$ cat config.mk
export PLATFORM = sky130hd
export DESIGN_NAME = serdes_ctrl
export DESIGN_NICKNAME = d
export VERILOG_FILES = /design/src/serdes_ctrl_pkg.sv /design/src/serdes_ctrl.sv /design/src/tx_serializer.sv
export SDC_FILE = /design/constraint.sdc
export NUM_CORES = 1
export LEC_CHECK = 0
export BUFFER_PORTS_ARGS = -buffer_cell sky130_fd_sc_hd__clkbuf_2
export CORE_UTILIZATION = 52
export DETAILED_ROUTE_END_ITERATION = 16
export PLACE_DENSITY = 0.84
export SYNTH_ARGS = -nofsm -noshare
export SYNTH_HDL_FRONTEND = slang
export SYNTH_SLANG_ARGS = --single-unit
$ cat constraint.sdc
create_clock -name clk_in -period 4.4 [get_ports clk_in]
set_input_delay 0.88 -clock clk_in [delete_from_list [all_inputs] [get_ports clk_in]]
set_output_delay 0.88 -clock clk_in [all_outputs]
set_load 0.05 [all_outputs]
$ cat src/serdes_ctrl_pkg.sv
// Operation
// Serializer takes 8, 10, 16 or 20 bit words and sends LSB first.
// A new word loads every N bit times, N being the word width.
// PCIe receiver detect pulses the lane only while transmitter sits idle.
// Force-idle input puts transmitter into electrical idle, PCIe mode only.
// Unused receive channel keeps its receiver PLL and recovery unit powered down. Code powers down only the PLL; recovery unit held in reference lock.
// Receiver PLL lock output is high while PLL locks to reference.
// Frequency-lock output is high while recovery unit locks to data.
// Automatic mode moves to data lock only within the ppm threshold.
// Data-lock override wins; reference override alone forces reference; none means automatic.
// Unconnected override inputs leave the recovery unit in automatic mode.
// Separate lock indications for reference lock and data lock.
// PLL multiplication factor selectable among 1, 4, 5, 8, 10, 16, 20, 25.
// PLL loop bandwidth is static: low, medium or high.
// Adaptive equalizer may be powered down once it has settled.
// Pre-emphasis fixed at start or changed at run time over the bus.
package serdes_ctrl_pkg;

    // ==========================================================
    // Register map
    localparam int          ADDR_W       = 8;
    localparam logic [7:0]  OFS_CTRL     = 8'h00;
    localparam logic [7:0]  OFS_STATUS   = 8'h04;
    localparam logic [7:0]  OFS_IRQ_STAT = 8'h08;
    localparam logic [7:0]  OFS_IRQ_MASK = 8'h0c;
    localparam logic [7:0]  OFS_PLL_CFG  = 8'h10;
    localparam logic [7:0]  OFS_PREEMPH  = 8'h14;

    // ==========================================================
    // Control fields
    localparam int          CTRL_CHAN_EN    = 0;
    localparam int          CTRL_PCIE       = 1;
    localparam int          CTRL_DET_START  = 2;
    localparam int          CTRL_FORCE_REF  = 3;
    localparam int          CTRL_FORCE_DATA = 4;
    localparam int          CTRL_EQ_PD      = 5;
    localparam int          CTRL_WIDTH_LSB  = 8;
    localparam logic [31:0] CTRL_WR_MASK    = 32'h0000_033b;
    localparam logic [31:0] CTRL_RESET      = 32'h0000_0100;

    // Status fields
    localparam int ST_PLL_LOCKED = 0;
    localparam int ST_FREQ_LOCK  = 1;
    localparam int ST_PFD_LOCK   = 2;
    localparam int ST_PD_LOCK    = 3;
    localparam int ST_RX_PRESENT = 4;
    localparam int ST_DET_BUSY   = 5;
    localparam int ST_ELEC_IDLE  = 6;

    // Interrupt fields
    localparam int IRQ_W         = 3;
    localparam int IRQ_DET_DONE  = 0;
    localparam int IRQ_DATA_LOCK = 1;
    localparam int IRQ_PLL_LOST  = 2;

    localparam logic [2:0] MULT_SEL_RESET = 3'h0;
    localparam logic [1:0] RESP_OKAY      = 2'h0;
    localparam logic [1:0] RESP_SLVERR    = 2'h2;
    localparam logic [1:0] BW_LOW         = 2'h0;
    localparam logic [1:0] BW_MEDIUM      = 2'h1;
    localparam logic [1:0] BW_HIGH        = 2'h2;

    // ==========================================================
    // Timing
    localparam int CLK_PERIOD_PS = 25000;
    localparam int DET_PULSE_NS  = 100;
    localparam int DET_WAIT_NS   = 1000;
    localparam int DET_PULSE_CYC = (DET_PULSE_NS * 1000 + CLK_PERIOD_PS - 1) / CLK_PERIOD_PS;
    localparam int DET_WAIT_CYC  = (DET_WAIT_NS * 1000) / CLK_PERIOD_PS;

    // ==========================================================
    // States
    typedef enum logic [1:0] {
        CRU_REF  = 2'b01,
        CRU_DATA = 2'b10
    } cru_type;

    typedef enum logic [2:0] {
        DET_IDLE  = 3'b001,
        DET_PULSE = 3'b010,
        DET_WAIT  = 3'b100
    } det_type;

    // ==========================================================
    // Lookups
    function automatic logic [4:0] width_bits(input logic [1:0] sel);
        case (sel)
            2'h0:    width_bits = 5'h08;
            2'h1:    width_bits = 5'h0a;
            2'h2:    width_bits = 5'h10;
            default: width_bits = 5'h14;
        endcase
    endfunction

    function automatic logic [4:0] mult_factor(input logic [2:0] sel);
        case (sel)
            3'h0:    mult_factor = 5'h01;
            3'h1:    mult_factor = 5'h04;
            3'h2:    mult_factor = 5'h05;
            3'h3:    mult_factor = 5'h08;
            3'h4:    mult_factor = 5'h0a;
            3'h5:    mult_factor = 5'h10;
            3'h6:    mult_factor = 5'h14;
            default: mult_factor = 5'h19;
        endcase
    endfunction

endpackage

$ cat src/serdes_ctrl.sv
// Design decisions made here: the register offsets and the AXI4-Lite interface to the registers.
`timescale 1ns/100ps
module serdes_ctrl
    import serdes_ctrl_pkg::*;
#(
    parameter int         MAX_W        = 20,
    parameter int         PREEMPH_W    = 5,
    parameter logic [4:0] PREEMPH_INIT = 5'h00,
    parameter logic [1:0] RX_PLL_BW    = BW_MEDIUM
) (
    input  wire logic                 clk_in,
    input  wire logic                 reset_in,
    input  wire logic [ADDR_W-1:0]    s_axi_awaddr_in,
    input  wire logic                 s_axi_awvalid_in,
    output logic                      s_axi_awready_out,
    input  wire logic [31:0]          s_axi_wdata_in,
    input  wire logic [3:0]           s_axi_wstrb_in,
    input  wire logic                 s_axi_wvalid_in,
    output logic                      s_axi_wready_out,
    output logic [1:0]                s_axi_bresp_out,
    output logic                      s_axi_bvalid_out,
    input  wire logic                 s_axi_bready_in,
    input  wire logic [ADDR_W-1:0]    s_axi_araddr_in,
    input  wire logic                 s_axi_arvalid_in,
    output logic                      s_axi_arready_out,
    output logic [31:0]               s_axi_rdata_out,
    output logic [1:0]                s_axi_rresp_out,
    output logic                      s_axi_rvalid_out,
    input  wire logic                 s_axi_rready_in,
    input  wire logic [MAX_W-1:0]     tx_word_in,
    input  wire logic                 tx_word_valid_in,
    output logic                      tx_word_ready_out,
    output logic                      tx_serial_out,
    output logic                      tx_oe_out,
    output logic                      tx_elec_idle_out,
    input  wire logic                 force_elec_idle_in,
    output logic                      rxdet_pulse_out,
    input  wire logic                 reflection_in,
    input  wire logic                 lock_to_data_in,
    input  wire logic                 lock_to_ref_in,
    input  wire logic                 ppm_ok_in,
    input  wire logic                 ref_locked_in,
    input  wire logic                 data_locked_in,
    input  wire logic                 eq_settled_in,
    output logic                      lock_to_data_sel_out,
    output logic                      rx_pll_locked_out,
    output logic                      freq_locked_out,
    output logic                      pfd_lock_out,
    output logic                      pd_lock_out,
    output logic                      rx_pll_pd_out,
    output logic [4:0]                mult_factor_out,
    output logic [1:0]                rx_pll_bw_out,
    output logic                      eq_adapt_pd_out,
    output logic [PREEMPH_W-1:0]      preemph_out,
    output logic                      irq_out
);

    typedef struct packed {
        logic                 aw_got;
        logic                 w_got;
        logic [ADDR_W-1:0]    awaddr;
        logic [31:0]          wdata;
        logic [3:0]           wstrb;
        logic                 bvalid;
        logic [1:0]           bresp;
        logic                 rvalid;
        logic [31:0]          rdata;
        logic [1:0]           rresp;
        logic [31:0]          ctrl;
        logic [IRQ_W-1:0]     irq_stat;
        logic [IRQ_W-1:0]     irq_mask;
        logic [2:0]           mult_sel;
        logic [PREEMPH_W-1:0] preemph;
        cru_type              cru;
        det_type              det;
        logic [7:0]           det_cnt;
        logic                 det_pulse;
        logic                 rx_present;
        logic                 tx_idle;
        logic                 pll_locked;
        logic                 pfd_lock;
        logic                 pd_lock;
        logic                 eq_pd;
    } state_type;

    state_type        st_reg;
    state_type        st_next;
    logic             wr_fire;
    logic             det_go;
    logic             force_data;
    logic             force_ref;
    logic             chan_en;
    logic [IRQ_W-1:0] irq_ev;
    logic [IRQ_W-1:0] irq_clr;

    function automatic logic [31:0] merge(input logic [31:0] old, input logic [31:0] data,
                                          input logic [3:0] strb);
        for (int i = 0; i < 4; i++) begin
            if (strb[i]) begin
                old[i*8 +: 8] = data[i*8 +: 8];
            end
        end
        merge = old;
    endfunction

    function automatic logic mapped(input logic [ADDR_W-1:0] a);
        mapped = (a[ADDR_W-1:2] <= OFS_PREEMPH[ADDR_W-1:2]);
    endfunction

    // ==========================================================
    // Bus handshakes
    assign s_axi_awready_out = !st_reg.aw_got && !st_reg.bvalid;
    assign s_axi_wready_out  = !st_reg.w_got && !st_reg.bvalid;
    assign s_axi_arready_out = !st_reg.rvalid;
    assign s_axi_bvalid_out  = st_reg.bvalid;
    assign s_axi_bresp_out   = st_reg.bresp;
    assign s_axi_rvalid_out  = st_reg.rvalid;
    assign s_axi_rdata_out   = st_reg.rdata;
    assign s_axi_rresp_out   = st_reg.rresp;
    assign wr_fire           = st_reg.aw_got && st_reg.w_got && !st_reg.bvalid;

    // ==========================================================
    // Mode selection and outputs
    // Override inputs are tied low when unused, leaving automatic mode
    assign chan_en    = st_reg.ctrl[CTRL_CHAN_EN];
    assign force_data = lock_to_data_in || st_reg.ctrl[CTRL_FORCE_DATA];
    assign force_ref  = lock_to_ref_in || st_reg.ctrl[CTRL_FORCE_REF];
    assign det_go     = wr_fire && st_reg.awaddr[ADDR_W-1:2] == OFS_CTRL[ADDR_W-1:2]
                        && st_reg.wstrb[0] && st_reg.wdata[CTRL_DET_START]
                        && st_reg.tx_idle && st_reg.det == DET_IDLE;
    assign irq_clr    = (wr_fire && st_reg.awaddr[ADDR_W-1:2] == OFS_IRQ_STAT[ADDR_W-1:2]
                        && st_reg.wstrb[0]) ? st_reg.wdata[IRQ_W-1:0] : '0;

    assign lock_to_data_sel_out = st_reg.cru == CRU_DATA;
    assign freq_locked_out      = st_reg.cru == CRU_DATA;
    assign rx_pll_locked_out    = st_reg.pll_locked;
    assign pfd_lock_out         = st_reg.pfd_lock;
    assign pd_lock_out          = st_reg.pd_lock;
    assign rx_pll_pd_out        = !chan_en;
    assign mult_factor_out      = mult_factor(st_reg.mult_sel);
    assign rx_pll_bw_out        = RX_PLL_BW;
    assign eq_adapt_pd_out      = st_reg.eq_pd;
    assign preemph_out          = st_reg.preemph;
    assign tx_elec_idle_out     = st_reg.tx_idle;
    assign tx_oe_out            = !st_reg.tx_idle;
    assign rxdet_pulse_out      = st_reg.det_pulse;
    assign irq_out              = |(st_reg.irq_stat & st_reg.irq_mask);

    // ==========================================================
    // Next state
    always_comb begin
        st_next = st_reg;
        irq_ev  = '0;
        // Write channel
        if (s_axi_awvalid_in && s_axi_awready_out) begin
            st_next.aw_got = 1'b1;
            st_next.awaddr = s_axi_awaddr_in;
        end
        if (s_axi_wvalid_in && s_axi_wready_out) begin
            st_next.w_got = 1'b1;
            st_next.wdata = s_axi_wdata_in;
            st_next.wstrb = s_axi_wstrb_in;
        end
        if (st_reg.bvalid && s_axi_bready_in) begin
            st_next.bvalid = 1'b0;
        end
        if (wr_fire) begin
            st_next.aw_got = 1'b0;
            st_next.w_got  = 1'b0;
            st_next.bvalid = 1'b1;
            st_next.bresp  = mapped(st_reg.awaddr) ? RESP_OKAY : RESP_SLVERR;
            unique case (st_reg.awaddr[ADDR_W-1:2])
                OFS_CTRL[ADDR_W-1:2]: begin
                    st_next.ctrl = merge(st_reg.ctrl, st_reg.wdata, st_reg.wstrb)
                                   & CTRL_WR_MASK;
                end
                OFS_IRQ_MASK[ADDR_W-1:2]: begin
                    if (st_reg.wstrb[0]) begin
                        st_next.irq_mask = st_reg.wdata[IRQ_W-1:0];
                    end
                end
                OFS_PLL_CFG[ADDR_W-1:2]: begin
                    if (st_reg.wstrb[0]) begin
                        st_next.mult_sel = st_reg.wdata[2:0];
                    end
                end
                OFS_PREEMPH[ADDR_W-1:2]: begin
                    if (st_reg.wstrb[0]) begin
                        st_next.preemph = st_reg.wdata[PREEMPH_W-1:0];
                    end
                end
                default: begin
                end
            endcase
        end
        // Read channel
        if (st_reg.rvalid && s_axi_rready_in) begin
            st_next.rvalid = 1'b0;
        end
        if (s_axi_arvalid_in && s_axi_arready_out) begin
            st_next.rvalid = 1'b1;
            st_next.rresp  = mapped(s_axi_araddr_in) ? RESP_OKAY : RESP_SLVERR;
            st_next.rdata  = '0;
            unique case (s_axi_araddr_in[ADDR_W-1:2])
                OFS_CTRL[ADDR_W-1:2]:     st_next.rdata = st_reg.ctrl;
                OFS_STATUS[ADDR_W-1:2]: begin
                    st_next.rdata[ST_PLL_LOCKED] = st_reg.pll_locked;
                    st_next.rdata[ST_FREQ_LOCK]  = st_reg.cru == CRU_DATA;
                    st_next.rdata[ST_PFD_LOCK]   = st_reg.pfd_lock;
                    st_next.rdata[ST_PD_LOCK]    = st_reg.pd_lock;
                    st_next.rdata[ST_RX_PRESENT] = st_reg.rx_present;
                    st_next.rdata[ST_DET_BUSY]   = st_reg.det != DET_IDLE;
                    st_next.rdata[ST_ELEC_IDLE]  = st_reg.tx_idle;
                end
                OFS_IRQ_STAT[ADDR_W-1:2]: st_next.rdata[IRQ_W-1:0] = st_reg.irq_stat;
                OFS_IRQ_MASK[ADDR_W-1:2]: st_next.rdata[IRQ_W-1:0] = st_reg.irq_mask;
                OFS_PLL_CFG[ADDR_W-1:2]:  st_next.rdata[2:0] = st_reg.mult_sel;
                OFS_PREEMPH[ADDR_W-1:2]:  st_next.rdata[PREEMPH_W-1:0] = st_reg.preemph;
                default: begin
                end
            endcase
        end
        // Electrical idle
        st_next.tx_idle = st_reg.ctrl[CTRL_PCIE] && force_elec_idle_in;
        // Receiver detect
        st_next.det_pulse = 1'b0;
        unique case (st_reg.det)
            DET_IDLE: begin
                if (det_go) begin
                    st_next.det       = DET_PULSE;
                    st_next.det_cnt   = 8'(DET_PULSE_CYC - 1);
                    st_next.det_pulse = 1'b1;
                end
            end
            DET_PULSE: begin
                st_next.det_pulse = st_reg.det_cnt != 8'h00;
                st_next.det_cnt   = st_reg.det_cnt - 8'h01;
                if (st_reg.det_cnt == 8'h00) begin
                    st_next.det     = DET_WAIT;
                    st_next.det_cnt = 8'(DET_WAIT_CYC - 1);
                end
            end
            DET_WAIT: begin
                st_next.det_cnt = st_reg.det_cnt - 8'h01;
                if (st_reg.det_cnt == 8'h00) begin
                    st_next.det        = DET_IDLE;
                    st_next.rx_present = reflection_in;
                    irq_ev[IRQ_DET_DONE] = 1'b1;
                end
            end
        endcase
        if (!st_next.tx_idle) begin
            st_next.det       = DET_IDLE;
            st_next.det_pulse = 1'b0;
        end
        // Clock recovery lock mode
        if (!chan_en) begin
            st_next.cru = CRU_REF;
        end else if (force_data) begin
            st_next.cru = CRU_DATA;
        end else if (force_ref) begin
            st_next.cru = CRU_REF;
        end else if (st_reg.cru == CRU_REF) begin
            if (ppm_ok_in && ref_locked_in) begin
                st_next.cru = CRU_DATA;
            end
        end else if (!ppm_ok_in) begin
            st_next.cru = CRU_REF;
        end
        if (st_reg.cru == CRU_REF && st_next.cru == CRU_DATA) begin
            irq_ev[IRQ_DATA_LOCK] = 1'b1;
        end
        st_next.pll_locked = chan_en && ref_locked_in;
        st_next.pfd_lock   = chan_en && st_next.cru == CRU_REF && ref_locked_in;
        st_next.pd_lock    = chan_en && st_next.cru == CRU_DATA && data_locked_in;
        if (st_reg.pll_locked && !st_next.pll_locked) begin
            irq_ev[IRQ_PLL_LOST] = 1'b1;
        end
        // Equalizer power down only after settling
        st_next.eq_pd = st_reg.ctrl[CTRL_EQ_PD] && (st_reg.eq_pd || eq_settled_in);
        // Sticky status, set wins over clear
        st_next.irq_stat = (st_reg.irq_stat & ~irq_clr) | irq_ev;
    end

    always_ff @(posedge clk_in or posedge reset_in) begin
        if (reset_in) begin
            st_reg          <= '0;
            st_reg.bresp    <= RESP_OKAY;
            st_reg.rresp    <= RESP_OKAY;
            st_reg.ctrl     <= CTRL_RESET;
            st_reg.mult_sel <= MULT_SEL_RESET;
            st_reg.preemph  <= PREEMPH_INIT[PREEMPH_W-1:0];
            st_reg.cru      <= CRU_REF;
            st_reg.det      <= DET_IDLE;
        end else begin
            st_reg <= st_next;
        end
    end

    // ==========================================================
    // Serializer
    tx_serializer #(
        .MAX_W          (MAX_W)
    ) u_ser (
        .clk_in         (clk_in),
        .reset_in       (reset_in),
        .enable_in      (!st_reg.tx_idle),
        .width_sel_in   (st_reg.ctrl[CTRL_WIDTH_LSB +: 2]),
        .word_in        (tx_word_in),
        .word_valid_in  (tx_word_valid_in),
        .word_ready_out (tx_word_ready_out),
        .serial_out     (tx_serial_out)
    );
endmodule // serdes_ctrl

$ cat src/tx_serializer.sv
`timescale 1ns/100ps
module tx_serializer
    import serdes_ctrl_pkg::*;
#(
    parameter int MAX_W = 20
) (
    input  wire logic             clk_in,
    input  wire logic             reset_in,
    input  wire logic             enable_in,
    input  wire logic [1:0]       width_sel_in,
    input  wire logic [MAX_W-1:0] word_in,
    input  wire logic             word_valid_in,
    output logic                  word_ready_out,
    output logic                  serial_out
);

    typedef struct packed {
        logic [MAX_W-1:0] shift;
        logic [4:0]       cnt;
    } ser_state_type;

    ser_state_type st_reg;
    ser_state_type st_next;

    // ==========================================================
    // Word load and shift
    assign word_ready_out = enable_in && (st_reg.cnt <= 5'h01);
    assign serial_out     = st_reg.shift[0];

    always_comb begin
        st_next = st_reg;
        if (word_ready_out) begin
            st_next.shift = word_valid_in ? word_in : '0;
            st_next.cnt   = width_bits(width_sel_in);
        end else if (enable_in && st_reg.cnt != 5'h00) begin
            st_next.shift = st_reg.shift >> 1;
            st_next.cnt   = st_reg.cnt - 5'h01;
        end
    end

    always_ff @(posedge clk_in or posedge reset_in) begin
        if (reset_in) begin
            st_reg <= '0;
        end else begin
            st_reg <= st_next;
        end
    end
endmodule // tx_serializer

# Word-level counts from Yosys, hierarchy flattened
# Index checks and enable logic that the tools add are counted.
dict set report word_totals {
  register_bits 126
  in_bits 88
  output_inout_bits 66
  wordCells 160
}
dict set report op_classes {
  addsub 2
  n_lt_le_gt_ge 3
  eq_ne 29
  muxes 36
  bitwise_logic 4
  n_reduce_logical 58
}
# op count
set ops {}
lappend ops {{$mux 25} 2}
lappend ops {{$mux 35} 1}
lappend ops {{$pmux 5 s7} 1}
lappend ops {{$pmux 11 s3} 1}
lappend ops {{$logic_and 1x1->1} 28}
lappend ops {{$eq 6x2->1 const B} 4}
lappend ops {{$eq 6x3->1 const B} 4}
lappend ops {{$mux 20} 1}
lappend ops {{$mux 2} 9}
lappend ops {{$pmux 3 s6} 1}
lappend ops {{$reduce_and 3->1} 6}
lappend ops {{$mux 3} 5}
lappend ops {{$pmux 5 s3} 1}
lappend ops {{$eq 3x3->1 const B} 4}
lappend ops {{$le 6x3->1 const B} 2}
lappend ops {{$logic_not 6->1} 2}
lappend ops {{$mux 12} 1}
lappend ops {{$mux 11} 1}
lappend ops {{$reduce_bool 2->1} 5}
lappend ops {{$eq 3x2->1 const B} 3}
lappend ops {{$mux 1} 9}
lappend ops {{$ne 3x3->1 const B} 3}
lappend ops {{$logic_not 8->1} 1}
lappend ops {{$reduce_bool 8->1} 1}
lappend ops {{22 further kinds} 36}

# Depth between registers and ports, before layout
dict set report logic_depth {
  word_depth 10
  ltp_mapped 7
  mapped_depth_nobuf 6
}

# By module
# From an unflattened synthesis, not the netlist that was laid out.
dict set report hier_totals {
  hier_cells 535
  area_unflattened_um2 5365.1
}
# module n_inst cells_each area_each_um2 seq_area_each_um2
set modules_own_cells {}
lappend modules_own_cells {serdes_ctrl 1 354 3796.1 1805.5}
lappend modules_own_cells {tx_serializer 1 181 1569.0 625.6}

# Worst setup path before layout
# OpenSTA, ideal clock, no wires.
dict set report synth_path {
  path_type {reg2out}
  startpoint {register st_reg[25] in the netlist's numbering}
  endpoint {output mult_factor_out[3]}
  arrival_ns 2.182
  required_ns 3.520
  path_slack_ns 1.338
  stages_incl_launch_ff 4
  n_path_buf 1
  path_cell_list {dfrtp_1 clkbuf_1 nor3b_1 a21o_1}
}
dict set report synth_via {
  elab_chain_len 2
  elab_cells_between_ends 8
  classes_between {eq/ne (6); mux (1); reduce/logical (1)}
}
# item line_no
set synth_lines {}
lappend synth_lines {{start: declaration} serdes_ctrl.sv:86} ;# state_type st_reg;
lappend synth_lines {{start signal: assignment} serdes_ctrl.sv:296} ;# st_reg <= st_next;
lappend synth_lines {{$eq 3x3->1, or another cell as far along} serdes_ctrl_pkg.sv:96} ;# case (sel)
lappend synth_lines {{$pmux 5 s7 *} serdes_ctrl_pkg.sv:96}
lappend synth_lines {{end: declaration} serdes_ctrl.sv:51} ;# output logic [4:0] mult_factor_out,
# Every way passes the cells marked *; elsewhere a longest branch is shown, timed or not.

# Final worst setup path
dict set report layout_path {
  startpoint {register u_ser.st_reg[0] in the netlist's numbering}
  endpoint {output tx_word_ready_out}
}
dict set report layout_via {
  elab_chain_len 2
}
# item line_no
set layout_lines {}
lappend layout_lines {{start: declaration} tx_serializer.sv:22} ;# ser_state_type st_reg;
lappend layout_lines {{start signal: assignment} tx_serializer.sv:45} ;# st_reg <= st_next;
lappend layout_lines {{$le 5x1->1} tx_serializer.sv:27} ;# assign word_ready_out = enable_in && (st_reg.cnt <= 5'h01);
lappend layout_lines {{$logic_and 1x1->1} tx_serializer.sv:27}
lappend layout_lines {{end: declaration} serdes_ctrl.sv:32} ;# output logic tx_word_ready_out,
# No other way between the ends.

==> metrics <==
status complete, no violations; clk sink count 97; largest net degree at the start of global routing 73; final hold violations 0; TritonCTS clock tree yes; # port buffers 96; Post-Layout Cell Count 677; FF+latch area 0.002431 mm²; CP cell instances ha_1 -> o21ai_1 -> clkinv_1 -> clkbuf_2; Reg-to-Reg Start u_ser.st_reg[0]$_DFFE_PP0P_; dpl cells 661; IO Pins 154; WP data required 3.52 ns; Syn Std Cell Area 0.004989 mm²; post-synthesis xor/xnor area fraction 0.003511; per-cell routed wire length 14.93 µm; Largest register FFs 47; root buf cell clkbuf_8; crit-path max cell delay 0.44 ns; via count 3,653; Setup-failing EPs final 0; Util after Layout 0.5945; post-synthesis mux area share 0.1402; fin nets 635; clk slew on worst S/H paths 0.09 ns; layout cells sized above 1 0.3102; first-pass GRT wire length 16.67 mm; most common flop cell mapped by yosys dfrtp_1; setup tns final 0 ns; hold endpoint eq_adapt_pd_out$_DFF_PP0_; total wire length 10.11 mm; First DRT Iteration DRCs 224; min-delay src eq_adapt_pd_out$_DFF_PP0_; hold_ws 0.4850 ns; critical path class reg -> out; Post-CTS Hold Fix Bufs 0; Worst VDD drop 0.3958 mV; Antenna diodes 0; HPWL after detailed placement 7.361 mm; TritonCTS buffer count 9; Post-CTS Resized 0; Worst Reg-to-Reg Cells 5; slew at the pin closest to its max-slew limit 1.009 ns; Final GP Congestion 0.8984; CP startpoint kind flop; area delta synth->final 10.63%; dpl ws 1.939 ns; vias in the first global route 3,458; Mapped Avg Cell Area 10.57 µm²; Syn Inst Count 472; Seq/Total Area, Yosys 0.4873; clock skew 0.01314 ns; starting density of the core 0.5373; Critical Path Slowest Stage Cell dfrtp_1; Die X-Extent 99.95 µm; synthesized-area fraction occupied by adder cells 0.01003; R2R setup slack 2.08 ns; period utilization 0.6231; fmax 364.8 MHz; Slew Limit Fails 0; post-synthesis simple-gate area fraction 0.1437; MaxCap Viol Count 0; Crit. End Element output port; FP Rows 35; Die Footprint 0.009989 mm²; DRC Markers 0; most common cell after layout, fill and taps aside clkbuf_2; Tmin final 2.741 ns; distinct cell type count after synthesis 59; Total GRT Usage 0.2131; area of the multi-input gates 0.002171 mm²; Slew HR 0.3270; worst skew pair latency 0.36 ns; EDFF count, synth 0; Reg-to-Reg End u_ser.st_reg[3]$_DFFE_PP0P_; ys async rst share 1.000; total number of H-tree levels 3; Worst EP arrival 1.86 ns; clk buf depth 2; Power Density 565.2 mW/mm²; chip height 99.95 µm; Leakage 2.818 nW; synthesized flop and latch total 97; synth warn 0; most frequent cells in the layout clkbuf_2, dfrtp_1, mux2_2; setup repair bufs after CTS 0; Filler cells 782; Via density 5.396; PnR worst setup slack 1.659 ns; TritonRoute pass-1 iters 5; hold path cells 1; largest family of logic cells by synthesized area simple AND/OR/NAND/NOR gates; RSZ-0062 raised after global routing false; worst hold path class reg -> reg; number of antenna violations at the first check in global routing 0; Synth Area in Compound Gates 0.1156; core area 0.009284 mm²; CP max FO 6; Overflow after GRT 0; Final ANT Viol Nets 0
[final cells by class]
type,count,share of cell area
clock buffer,10,0.02312
clock inverter,6,0.008615
inverter,22,0.01542
multi-input combinational,315,0.3933
sequential,97,0.4405
tap,129,0.02925
timing repair buffer,98,0.08978
[cell families after synthesis]
group / Yosys count
and+or+nand+nor: 130
DFF: 97
AOI/OAI and AO/OA: 87
buffers and inverters: 85
muxes: 65
adders and majority gates: 4
other: 2
xor gates and xnor gates: 2
[worst max-delay path: cells and delay by family (launching register included)]
| family | cells | cell delay, ns |
|---|---|---|
| buffers and inverters | 2 | 0.44 |
| flip-flops | 1 | 0.44 |
| AO/OA/AOI/OAI | 1 | 0.39 |
| adder cells (fa/ha/maj) | 1 | 0.23 |
[how the worst max path moves through the flow]
stage / start / to / cells after the start
after floorplan: reset_in / chan_en$_DFFE_PP0P_ / 1
after CTS: u_ser.st_reg[0]$_DFFE_PP0P_ / tx_word_ready_out / 4
after global routing: u_ser.st_reg[0]$_DFFE_PP0P_ / tx_word_ready_out / 4
after detailed placement: s_axi_araddr_in[4] / s_axi_rdata_out[4]$_DFFE_PP0P_ / 5
after global placement: s_axi_araddr_in[4] / s_axi_rdata_out[3]$_DFFE_PP0P_ / 5
final: u_ser.st_reg[0]$_DFFE_PP0P_ / tx_word_ready_out / 4
[per-layer routing]
layer	vias to the layer above	part of all wire	track usage
li1	1752	-	-
met1	1766	0.47	0.2985
met2	121	0.47	0.3321
met3	14	0.059	0.05362
met4	0	0.0078	0.05656
met5	-	0	0
[per-stage QoR]
step | power [W] | instance area, µm²
floorplan | 0.002335 | 5082
global placement | 0.002532 | 5344
detailed placement | 0.002590 | 5344
CTS | 0.003128 | 5519
global route | 0.003304 | 5519
finish | 0.003120 | 5519
[Yosys cell counts, drive strengths merged (3+ instances only)]
cell,count,area share
a211oi,3,0.0045
a21o,5,0.0075
a21oi,8,0.0080
a22o,4,0.0070
a31oi,6,0.0088
a32oi,3,0.0053
and3,4,0.0050
buf,50,0.072
clkbuf,13,0.0098
dfrtp,94,0.47
dfstp,3,0.016
ha,4,0.010
inv,21,0.016
mux2,39,0.088
mux2i,26,0.052
nand2,33,0.025
nand2b,8,0.010
nand3,31,0.031
nand3b,5,0.0075
nand4,3,0.0038
nor2,12,0.0090
nor3,9,0.0090
nor3b,5,0.0075
nor4,5,0.012
o21ai,35,0.035
or3b,4,0.0070
[power by group]
| group | internal (W) | leakage, nW | switching (W) |
|---|---|---|---|
| clock | 0.000214 | 0.0934 | 0.000327 |
| sequential | 0.00115 | 1.26 | 0.000265 |
| combinational | 0.000430 | 1.46 | 0.000729 |
(Power assumes the default switching activity.)
